**config.mk**
```make
export PLATFORM = sky130hd
export DESIGN_NAME = scs_clock_switch
export DESIGN_NICKNAME = d
export VERILOG_FILES = /design/src/shared/scs_pkg.sv /design/src/verilog/scs_clock_switch.sv
export VERILOG_INCLUDE_DIRS = /design/src /design/src/shared
export SDC_FILE = /design/constraint.sdc
export NUM_CORES = 1
export LEC_CHECK = 0
export CAP_MARGIN = 20
export CORE_MARGIN = 5
export CORE_UTILIZATION = 55
export DETAILED_ROUTE_END_ITERATION = 10
export DONT_BUFFER_PORTS = 1
export PLACE_DENSITY = 0.67
export SYNTH_ARGS = -nofsm -noshare
export SYNTH_HDL_FRONTEND = slang
export SYNTH_SLANG_ARGS = --single-unit
```
**constraint.sdc**
```tcl
create_clock -name clk -period 2.65 [get_ports clk]
set_input_delay 0.265 -clock clk [delete_from_list [all_inputs] [get_ports clk]]
set_output_delay 0.265 -clock clk [all_outputs]
set_load 0.02 [all_outputs]
```
**src/shared/scs_consts.svh**
```systemverilog
/*
  Offsets, field positions, reset values and timing counts of the system
  clock select switch. Assumes a 25 MHz block clock.
*/
`ifndef SCS_CONSTS_SVH
`define SCS_CONSTS_SVH

`define SCS_CTRL_OFS 8'h00
`define SCS_STAT_OFS 8'h04
`define SCS_CFG_OFS 8'h08

`define SCS_MULT_EN_BIT 7
`define SCS_FREQ_MSB 6
`define SCS_FREQ_LSB 3
`define SCS_SRC_MSB 1
`define SCS_SRC_LSB 0

`define SCS_ST_MULT_RDY 6
`define SCS_ST_STARTUP 5
`define SCS_ST_HF_RDY 4
`define SCS_ST_HF_LOCK 3
`define SCS_ST_MF_RDY 2
`define SCS_ST_LF_RDY 1
`define SCS_ST_HF_STABLE 0

`define SCS_CFG_MULT_BIT 2

`define SCS_FREQ_RESET 4'h7
`define SCS_FREQ_MULT 4'he
`define SCS_SRC_RESET 2'h0

`define SCS_CLK_NS 40
`define SCS_INT_START_NS 2000
`define SCS_MULT_START_NS 2000000
`define SCS_INT_START_CYC ((`SCS_INT_START_NS + `SCS_CLK_NS - 1) / `SCS_CLK_NS)
`define SCS_MULT_START_CYC \
  ((`SCS_MULT_START_NS + `SCS_CLK_NS - 1) / `SCS_CLK_NS)
`define SCS_WARM_CYC 64

`define SCS_RESP_OKAY 2'h0
`define SCS_RESP_SLVERR 2'h2

`endif

```
**src/shared/scs_pkg.sv**
```systemverilog
/*
  Types of the system clock select switch.
  Assumes nothing beyond a SystemVerilog compiler.
*/
`default_nettype none
package scs_pkg;
  typedef enum logic [2:0] {
    SRC_LF = 3'h0,
    SRC_MF = 3'h1,
    SRC_HF = 3'h2,
    SRC_MULT = 3'h3,
    SRC_T1 = 3'h4,
    SRC_EXT = 3'h5
  } scs_src_type;

  typedef enum logic [1:0] {
    ST_RUN = 2'h0,
    ST_START = 2'h1,
    ST_FALL = 2'h2,
    ST_RISE = 2'h3
  } scs_state_type;
endpackage
`default_nettype wire

```
**src/verilog/scs_clock_switch.sv**
```systemverilog
/*
  Glitch-free system clock select switch with an AXI4-Lite register port.
  Assumes the oscillator block feeds six candidate clocks, already
  postscaled per freqApplied, all asynchronous to clk.
*/
`include "scs_consts.svh"
`default_nettype none

// Operation
// - Codes 1111 to 1000 select HF frequencies
// - Codes 0111-0100,0010 MF; 0011 HF; 000x LF
// - Reset loads frequency field with 0111
// - No multiplier when source field is 1x
// - Config multiplier enable overrides software bit
// - Software bit 7 switches multiplier otherwise
// - Start, fall old, hold low, rise new
// - Same oscillator switches without start delay
// - Source field picks default, timer, internal
// - Reset clears source select field
// - Hardware switches never alter source field
// - Status shows HF, MF and LF oscillators running
// - Multiplier ready follows completed 32 MHz switch
// - Wait 2 us HF/MF, 2 ms multiplier
// - Warm-up delay after reset into internal
// - Duplicate codes; same source switches faster
// - Bit 2 reads zero; frequency in 6-3
// - Status bit 6 is multiplier ready
// - Startup status 1 on configured clock
module scs_clock_switch import scs_pkg::*; #(
  parameter int MULT_START_CYC = `SCS_MULT_START_CYC,
  parameter int WARM_CYC = `SCS_WARM_CYC
) (
  input wire logic clk,
  input wire logic rst,
  input wire logic [7:0] s_axi_awaddr,
  input wire logic s_axi_awvalid,
  output logic s_axi_awready,
  input wire logic [31:0] s_axi_wdata,
  input wire logic [3:0] s_axi_wstrb,
  input wire logic s_axi_wvalid,
  output logic s_axi_wready,
  output logic [1:0] s_axi_bresp,
  output logic s_axi_bvalid,
  input wire logic s_axi_bready,
  input wire logic [7:0] s_axi_araddr,
  input wire logic s_axi_arvalid,
  output logic s_axi_arready,
  output logic [31:0] s_axi_rdata,
  output logic [1:0] s_axi_rresp,
  output logic s_axi_rvalid,
  input wire logic s_axi_rready,
  input wire logic [5:0] clkIn,
  output logic sysClk,
  output logic hfEnable,
  output logic mfEnable,
  output logic lfEnable,
  output logic multEnable,
  output logic [3:0] freqApplied,
  output logic switchBusy
);
  localparam int CW = 17;
  localparam logic [CW-1:0] INT_CYC = CW'(`SCS_INT_START_CYC);

  logic swMult;
  logic [3:0] freqSel;
  logic [1:0] srcSel;
  logic [1:0] cfgSrc;
  logic cfgMult;
  logic [5:0] clkMeta, clkSync, clkPrev;
  scs_state_type state;
  scs_src_type active, pendSrc, tgtSrc;
  logic [3:0] pendFreq;
  logic [CW-1:0] cnt;
  logic [5:0] oscRun;
  logic multReady;
  logic startupStatus;
  logic awPend, wPend;
  logic [7:0] awAddr;
  logic [31:0] wData;
  logic [3:0] wStrb;
  logic [7:0] statusByte;
  logic multWanted, request, oldFall, newRise;

  // frequency decode: HF codes and duplicate 0011
  // frequency decode: MF codes, LF at 000x
  function automatic scs_src_type freqOsc(input logic [3:0] f);
    if (f[3] || f == 4'h3) begin
      freqOsc = SRC_HF;
    end else if (f[2] || f == 4'h2) begin
      freqOsc = SRC_MF;
    end else begin
      freqOsc = SRC_LF;
    end
  endfunction

  // multiplier gating: all conditions at once
  // multiplier gating: only with source field 00
  assign multWanted = srcSel == 2'h0 && cfgSrc == 2'h0 &&
    freqSel == `SCS_FREQ_MULT && (cfgMult || swMult);

  always_comb begin
    if (srcSel[1]) begin
      tgtSrc = freqOsc(freqSel);
    end else if (srcSel == 2'h1) begin
      tgtSrc = SRC_T1;
    end else if (cfgSrc != 2'h0) begin
      tgtSrc = SRC_EXT;
    end else if (multWanted) begin
      tgtSrc = SRC_MULT;
    end else begin
      tgtSrc = freqOsc(freqSel);
    end
  end

  // change detect: only a new source or frequency
  assign request = tgtSrc != active || freqSel != freqApplied;

  // Candidate clocks are asynchronous; edges come from the second stage
  always_ff @(posedge clk) begin
    clkMeta <= clkIn;
    clkSync <= clkMeta;
    clkPrev <= clkSync;
  end
  assign oldFall = clkPrev[active] && !clkSync[active];
  assign newRise = !clkPrev[pendSrc] && clkSync[pendSrc];

  always_ff @(posedge clk) begin
    if (rst) begin
      state <= ST_START;
      active <= SRC_MF;
      pendSrc <= SRC_MF;
      pendFreq <= `SCS_FREQ_RESET;
      freqApplied <= `SCS_FREQ_RESET;
      cnt <= CW'(WARM_CYC);
      sysClk <= 1'b0;
    end else begin
      case (state)
        ST_RUN: begin
          sysClk <= clkSync[active];
          if (request) begin
            pendSrc <= tgtSrc;
            pendFreq <= freqSel;
            // no start delay: oscillator already runs
            // faster path on the shared oscillator
            if (tgtSrc == SRC_MULT && !oscRun[SRC_MULT]) begin
              state <= ST_START;
              cnt <= CW'(MULT_START_CYC);
            // start-up wait for a stopped oscillator
            end else if ((tgtSrc == SRC_HF || tgtSrc == SRC_MF) &&
                         !oscRun[tgtSrc]) begin
              state <= ST_START;
              cnt <= INT_CYC;
            end else begin
              state <= ST_FALL;
            end
          end
        end
        ST_START: begin
          // old clock keeps running while the new one starts
          sysClk <= clkSync[active];
          if (cnt != '0) begin
            cnt <= cnt - CW'(1);
          end else begin
            state <= ST_FALL;
          end
        end
        ST_FALL: begin
          // no cut pulse: follow old clock until it falls
          sysClk <= clkSync[active];
          if (!sysClk || oldFall) begin
            sysClk <= 1'b0;
            state <= ST_RISE;
            freqApplied <= pendFreq;
          end
        end
        ST_RISE: begin
          // held low until the new clock rises
          sysClk <= 1'b0;
          if (newRise) begin
            sysClk <= 1'b1;
            active <= pendSrc;
            state <= ST_RUN;
          end
        end
        default: begin
          state <= ST_RUN;
        end
      endcase
    end
  end

  always_ff @(posedge clk) begin
    if (rst) begin
      oscRun <= 6'h00;
      multReady <= 1'b0;
      startupStatus <= 1'b0;
    end else begin
      if (state == ST_START && cnt == '0) begin
        oscRun[pendSrc] <= 1'b1;
      end
      if (state == ST_RISE && newRise) begin
        oscRun[pendSrc] <= 1'b1;
        multReady <= pendSrc == SRC_MULT;
        // shown by status, source field untouched
        startupStatus <= pendSrc == SRC_EXT;
      end
      if (state == ST_RUN && !request) begin
        // Idle oscillators stop to save power once a switch settles
        oscRun <= oscRun & (6'h01 << active);
      end
    end
  end

  always_ff @(posedge clk) begin
    if (rst) begin
      hfEnable <= 1'b0;
      mfEnable <= 1'b0;
      lfEnable <= 1'b0;
      multEnable <= 1'b0;
      switchBusy <= 1'b1;
    end else begin
      hfEnable <= active == SRC_HF || pendSrc == SRC_HF;
      mfEnable <= active == SRC_MF || pendSrc == SRC_MF;
      lfEnable <= active == SRC_LF || pendSrc == SRC_LF;
      multEnable <= active == SRC_MULT || pendSrc == SRC_MULT;
      switchBusy <= state != ST_RUN;
    end
  end

  always_comb begin
    statusByte = 8'h00;
    statusByte[`SCS_ST_MULT_RDY] = multReady;
    statusByte[`SCS_ST_STARTUP] = startupStatus;
    statusByte[`SCS_ST_HF_RDY] = oscRun[SRC_HF];
    statusByte[`SCS_ST_HF_LOCK] = oscRun[SRC_HF];
    statusByte[`SCS_ST_MF_RDY] = oscRun[SRC_MF];
    statusByte[`SCS_ST_LF_RDY] = oscRun[SRC_LF];
    statusByte[`SCS_ST_HF_STABLE] = oscRun[SRC_HF];
  end

  // AXI4-Lite write: address and data taken in either order
  always_ff @(posedge clk) begin
    if (rst) begin
      awPend <= 1'b0;
      wPend <= 1'b0;
      awAddr <= 8'h00;
      wData <= 32'h0;
      wStrb <= 4'h0;
      s_axi_awready <= 1'b1;
      s_axi_wready <= 1'b1;
      s_axi_bvalid <= 1'b0;
      s_axi_bresp <= `SCS_RESP_OKAY;
    end else begin
      if (s_axi_awvalid && s_axi_awready) begin
        awPend <= 1'b1;
        awAddr <= s_axi_awaddr;
        s_axi_awready <= 1'b0;
      end
      if (s_axi_wvalid && s_axi_wready) begin
        wPend <= 1'b1;
        wData <= s_axi_wdata;
        wStrb <= s_axi_wstrb;
        s_axi_wready <= 1'b0;
      end
      if (awPend && wPend && !s_axi_bvalid) begin
        awPend <= 1'b0;
        wPend <= 1'b0;
        s_axi_bvalid <= 1'b1;
        s_axi_bresp <= (awAddr == `SCS_CTRL_OFS ||
          awAddr == `SCS_CFG_OFS || awAddr == `SCS_STAT_OFS) ?
          `SCS_RESP_OKAY : `SCS_RESP_SLVERR;
      end
      if (s_axi_bvalid && s_axi_bready) begin
        s_axi_bvalid <= 1'b0;
        s_axi_awready <= 1'b1;
        s_axi_wready <= 1'b1;
      end
    end
  end

  always_ff @(posedge clk) begin
    if (rst) begin
      swMult <= 1'b0;
      freqSel <= `SCS_FREQ_RESET;
      srcSel <= `SCS_SRC_RESET;
      cfgSrc <= 2'h0;
      cfgMult <= 1'b0;
    end else if (awPend && wPend && !s_axi_bvalid && wStrb[0]) begin
      if (awAddr == `SCS_CTRL_OFS) begin
        swMult <= wData[`SCS_MULT_EN_BIT];
        freqSel <= wData[`SCS_FREQ_MSB:`SCS_FREQ_LSB];
        srcSel <= wData[`SCS_SRC_MSB:`SCS_SRC_LSB];
      end else if (awAddr == `SCS_CFG_OFS) begin
        cfgSrc <= wData[1:0];
        cfgMult <= wData[`SCS_CFG_MULT_BIT];
      end
    end
  end

  // AXI4-Lite read, one cycle after the address is taken
  always_ff @(posedge clk) begin
    if (rst) begin
      s_axi_arready <= 1'b1;
      s_axi_rvalid <= 1'b0;
      s_axi_rdata <= 32'h0;
      s_axi_rresp <= `SCS_RESP_OKAY;
    end else begin
      if (s_axi_arvalid && s_axi_arready) begin
        s_axi_arready <= 1'b0;
        s_axi_rvalid <= 1'b1;
        s_axi_rresp <= `SCS_RESP_OKAY;
        case (s_axi_araddr)
          `SCS_CTRL_OFS: s_axi_rdata <= {24'h0, swMult, freqSel,
                                         1'b0, srcSel};
          `SCS_STAT_OFS: s_axi_rdata <= {24'h0, statusByte};
          `SCS_CFG_OFS: s_axi_rdata <= {29'h0, cfgMult, cfgSrc};
          default: begin
            s_axi_rdata <= 32'h0;
            s_axi_rresp <= `SCS_RESP_SLVERR;
          end
        endcase
      end
      if (s_axi_rvalid && s_axi_rready) begin
        s_axi_rvalid <= 1'b0;
        s_axi_arready <= 1'b1;
      end
    end
  end
endmodule
`default_nettype wire

```
# Word level (Yosys, flattened, before mapping)
# Index checks and enable logic that the tools add are counted.
# W data, S select, Z words.
[op_classes]
mux = 40
magnitude_cmp = 4
addsub = 1
reduce_logical = 62
n_eq_ne = 29
bitwise_logic = 4
n_shift = 1
[ops]
columns = ["cell", "n"]
rows = [
  ["$mux W17", 4],
  ["$pmux W17 S2", 1],
  ["$mux W6", 4],
  ["$pmux W8 S3", 1],
  ["$logic_and A1 B1 Y1", 19],
  ["$eq A3 B2 Y1 const B", 6],
  ["$logic_not A17 Y1", 1],
  ["$reduce_bool A17 Y1", 1],
  ["$sub A17 B1 Y17 const B", 1],
  ["$eq A8 B3 Y1 const B", 2],
  ["$eq A8 B4 Y1 const B", 2],
  ["$logic_not A8 Y1", 2],
  ["$mux W2", 8],
  ["$bmux W1 S3", 5],
  ["$mux W3", 5],
  ["$logic_or A1 B1 Y1", 12],
  ["$lt A3 B4 Y1 const B", 3],
  ["$or A6 B6 Y6", 2],
  ["$ne A2 B2 Y1 const B", 5],
  ["$eq A3 B1 Y1 const B", 3],
  ["$mux W1", 9],
  ["$eq A4 B2 Y1 const B", 2],
  ["$pmux W2 S4", 1],
  ["$reduce_and A2 Y1", 4],
  ["21 further kinds", 38],
]
[word_totals]
regBits = 135
input_bits = 65
out_inout_bits = 51

# Logic depth before layout (Yosys ltp)
[logic_depth]
ltp_word = 16
ltp_mapped = 9
mapped_depth_nobuf = 8

# Worst setup path before layout
# No wires, ideal clock.
[synth_path]
path_kind = "reg2reg"
start = "register cnt[10]"
end = "register state[0]"
path_buffers = 0
arrival_time_ps = 2086
stages_incl_launch_ff = 7
setup_slack_ps = 444
required_ps = 2530
cell_sequence = "dfxtp_1 > or3_1 > or4_1 > o31ai_2 > o211ai_1 > nand2b_1 > a211o_1"
[synth_between]
elab_chain_len = 3
[synth_lines]
columns = ["item", "line_no", "rtl"]
rows = [
  ["from (decl)", "scs_clock_switch.sv:73", "logic [CW-1:0] cnt;"],
  ["from (signal assigned)", "scs_clock_switch.sv:134", "cnt <= CW'(WARM_CYC);"],
  ["from (signal assigned)", "scs_clock_switch.sv:147", "cnt <= CW'(MULT_START_CYC);"],
  ["from (signal assigned)", "scs_clock_switch.sv:162", "cnt <= cnt - CW'(1);"],
  ["$reduce_bool A17 Y1", "scs_clock_switch.sv:161", "if (cnt != '0) begin"],
  ["$ne A2 B2 Y1 (no line)", "-", ""],
  ["$reduce_and A4 Y1 (no line)", "-", ""],
  ["to (signal assigned)", "scs_clock_switch.sv:154", "state <= ST_FALL;"],
  ["to (signal assigned)", "scs_clock_switch.sv:164", "state <= ST_FALL;"],
  ["to (signal assigned)", "scs_clock_switch.sv:172", "state <= ST_RISE;"],
  ["to (decl)", "scs_clock_switch.sv:70", "scs_state_type state;"],
]
# Every way passes these cells.
# A chain may end at the register's enable or synchronous reset.

# Worst setup path in the final report
[layout_path]
start = "register cnt[10]"
end = "register cnt[10]"
[layout_between]
elab_chain_len = 3
elab_cells_between_ends = 6
cone_classes = "add/sub (1); eq/ne (1); mux (2); reduce/logical (2)"
[layout_lines]
columns = ["item", "line_no"]
rows = [
  ["$sub A17 B1 Y17 or $reduce_bool A17 Y1 (tied branches)", "scs_clock_switch.sv:162, scs_clock_switch.sv:161"],
  ["$mux W17 or $ne A2 B2 Y1 (tied branches)", "-"],
  ["$pmux W17 S2 or $reduce_and A4 Y1 (tied branches)", "-"],
]
# Parallel ways exist; a longest one is shown, timed or not. The select of a mux whose other input is x is not followed.

==> run_results.csv <==
group,metric,value,unit
finish,fill_cells,803,
cts,clock-root-buffer,"clkbuf_8",
global_route,grt-ovfl-total,0,
finish,final-seq-area,2140,um2
floorplanning,die_x,104,um
drt,via_count,3952,
power_and_ir_drop,p_leak,2.09,nW
cts,insertion_delay,0.38,ns
critical_path,reg2reg_from,"cnt[10]$_SDFFE_PP0P_",
cts,cts_buffers,9,
timing,final_hold_viol_count,0,
timing,rsz0062_at_grt,"no",
drt,dr.pass1.iters,5,
timing,whs,0.0130,ns
power_and_ir_drop,p_comb_frac,0.312,
global_route,antenna_found_initial,0,
cts,path_clk_slew,0.12,ns
logic_synthesis,synthFlopType,"dfxtp_1",
timing,layout_min_cycle_time,2.50,ns
finish,drive_above_1_share,0.0829,
floorplanning,die-area,10700,um2
logic_synthesis,synth_mux_area_frac,0.0658,
placement,place_hpwl,7450,um
timing,period_share,0.945,
cts,cts_setup_buffers,0,
power_and_ir_drop,p_int,0.00272,W
logic_synthesis,synthAdderAreaFrac,0.0130,
cts,cts_buffer_depth,2,
finish,syn2layout_area_growth,9.23,%
global_route,grt_pass1_wl,17800,um
cts,clock_sinks,107,
logic_synthesis,synth-xor-area-share,0.00910,
drt,drc,0,
placement,place_congestion,0.828,
logic_synthesis,synth-seq-area-share,0.445,
logic_synthesis,synthSimpleGateAreaFrac,0.209,
logic_synthesis,synthCells,570,
placement,port_buffers,0,
logic_synthesis,yosysWarnings,0,
worst_hold_path,hold_path.class,"primary input to flip-flop",
floorplanning,core_area,8640,um2
critical_path,worstPathArrival,2.76,ns
power_and_ir_drop,pwr-share-seq,0.438,
power_and_ir_drop,p_clk_frac,0.251,
drt,ant_nets,0,
cts,cts_tree,"yes",
worst_hold_path,hold_start,"s_axi_wdata[1]",
timing,tightest_slew,0.813,ns
logic_synthesis,async_flop_share,0,
floorplanning,fp-row-count,34,
power_and_ir_drop,power_density,818,nW/um2
logic_synthesis,synth-edff-count,0,
logic_synthesis,mappedNetlistArea,4810,um2
global_route,grt_max_degree,63,
global_route,grt_pass1_vias,3670,
timing,fmax,399,MHz
finish,fin_area,5260,um2
critical_path,critPathCaptureType,"flip-flop",
timing,clock-skew-final,0.0173,ns
drt,viasPerCell,5.65,
cts,htreeDepth,3,
finish,multi_input_area,2380,um2
drt,totalWireLength,10700,um
timing,relSlewSlack,0.454,
critical_path,critPathLaunchType,"flip-flop",
power_and_ir_drop,p_sw_frac,0.366,
global_route,gr-usage-all-layers,0.197,
critical_path,crit_start,"cnt[10]$_SDFFE_PP0P_",
timing,slew_violations,0,
critical_path,crit_type,"flip-flop to flip-flop",
logic_synthesis,synth_top_family_by_area,"simple AND/OR/NAND/NOR gates",
flow_run,maxCapViolCount,0,
drt,drt_iter0_drc,231,
logic_synthesis,synth-seq-cells,107,
floorplanning,fp.dieH,104,um
power_and_ir_drop,switchingPower,0.00157,W
finish,final_core_utilization,0.609,
drt,avgRoutedWirePerCell,15.4,um
finish,nets,656,
floorplanning,start_util,0.557,
status,status,"completed",
logic_synthesis,synth_cell_types,58,
power_and_ir_drop,ir_drop,0.385,mV
logic_synthesis,synth.avg_cell_area,8.44,um2
floorplanning,ioPinCount,116,
critical_path,worstPathMaxFanout,6,
timing,setup_viol,0,
critical_path,required,2.91,ns
logic_synthesis,synth_compound_area_frac,0.177,
finish,n_antenna_cell,0,
placement,dpl-instance-area,4890,um2
timing,fin_setup_tns,0,ns
-- critical path, cell delays in order (launching register included) --
cell and delay (ns):
dfxtp_1 0.35, or3_1 0.44, or4_1 0.50, o31ai_2 0.41, nor2_1 0.08, o21ai_1 0.32
or2_2 0.22, o22ai_1 0.07
-- path summary, 6_finish.rpt --
path / end / slack [ns] / cells past startpoint
setup reg to reg: cnt[10]$_SDFFE_PP0P_ / 0.15 / 7
hold / removal: wData[1]$_SDFFE_PP0P_ / 0.01 / 2
setup / recovery: cnt[10]$_SDFFE_PP0P_ / 0.15 / 7
hold reg to reg: clkSync[2]$_DFF_P_ / 0.34 / 0
-- power by group through the flow --
stage | Clock, W | Combinational, W | Sequential [W]
6_report | 0.00108 | 0.00134 | 0.00188
4_1_cts | 0.00110 | 0.00132 | 0.00188
3_5_place_dp | 0 | 0.00128 | 0.00192
3_3_place_gp | 0 | 0.00125 | 0.00191
2_1_floorplan | 0 | 0.00104 | 0.00188
5_1_grt | 0.00118 | 0.00149 | 0.00190
-- area by class of cell --
cell class	count	area share
Clock buffer	9	0.0236
Clock inverter	7	0.0183
Inverter	22	0.0157
Multi-Input combinational cell	413	0.452
Sequential cell	107	0.408
Tap cell	108	0.0257
Timing Repair Buffer	33	0.0567
-- metrics by stage --
step	power, W	std cells	setup WS [ns]
after floorplan	0.00292	595	0.444
after global placement	0.00316	670	0.228
after detailed placement	0.00320	670	0.164
after CTS	0.00431	697	0.147
after global routing	0.00457	699	0.0189
final	0.00430	699	0.147
-- state kept, by name (all words and copies together) (netlist names), 2 cells and up --
name	cells
pendSrc	3
freqSel	4
cfgSrc	2
state	2
s_axi_rdata	8
freqApplied	4
wData	8
pendFreq	4
oscRun	4
cnt	17
clkSync	6
clkPrev	6
srcSel	2
active	3
awAddr	8
clkMeta	6
-- cells in the final DEF (no fill, tap or decap), drive strengths merged, types with 18 or more instances in the layout --
| cell | Yosys | layout |
|---|---|---|
| conb | 1 | 26 |
| nand2 | 67 | 67 |
| nor2 | 69 | 69 |
| o21ai | 18 | 18 |
| a21oi | 61 | 61 |
| inv | 21 | 24 |
| dfxtp | 107 | 107 |
| nor3 | 18 | 18 |
| buf | 34 | 21 |
| mux2i | 26 | 26 |
-- cell families after synthesis --
logic type	Yosys count
other	1
adders and majority gates	5
DFF	107
and+or+nand+nor	219
xor gates and xnor gates	5
AOI/OAI and AO/OA	128
muxes	30
buffers and inverters	75
-- metal layers --
layer | share of wire | wire [um] | vias up | GRT usage
met1 | 0.44 | 4740 | 1877 | 0.260
li1 | - | - | 1969 | -
met5 | 0 | 0 | - | 0
met4 | 0.015 | 162 | 0 | 0.0619
met3 | 0.045 | 479 | 14 | 0.0386
met2 | 0.50 | 5350 | 92 | 0.323
-- synth_stat cells (all sizes together) (2+ instances only) --
cell type,instances,area share
mux2i,26,0.054
o21bai,2,0.0031
inv,21,0.016
o211ai,4,0.0062
a21oi,61,0.063
ha,5,0.013
a32oi,2,0.0036
dfxtp,107,0.45
o21ai,18,0.019
nor3,18,0.019
o221ai,5,0.010
or4,2,0.0031
a41oi,2,0.0036
buf,34,0.048
xnor2,5,0.0091
a22oi,4,0.0062
or3,11,0.014
or2,2,0.0026
nand2,67,0.052
nor2,69,0.054
nand4,7,0.0091
nand2b,10,0.013
nor4,2,0.0026
mux2,3,0.0070
o32ai,6,0.011
nor2b,5,0.0065
a211o,2,0.0036
nor3b,3,0.0047
clkbuf,19,0.015
a31oi,5,0.0096
o31ai,4,0.0073
o221a,2,0.0047
nand3,16,0.017
and3b,4,0.0073
-- timing repair --
action                                  CTS  global route
resized for setup                         0             0
hold buffers                             11             2
hold endpoints to repair                 69             2
endpoints found under the setup margin    0             0
Power figures use the tool's default switching activity.
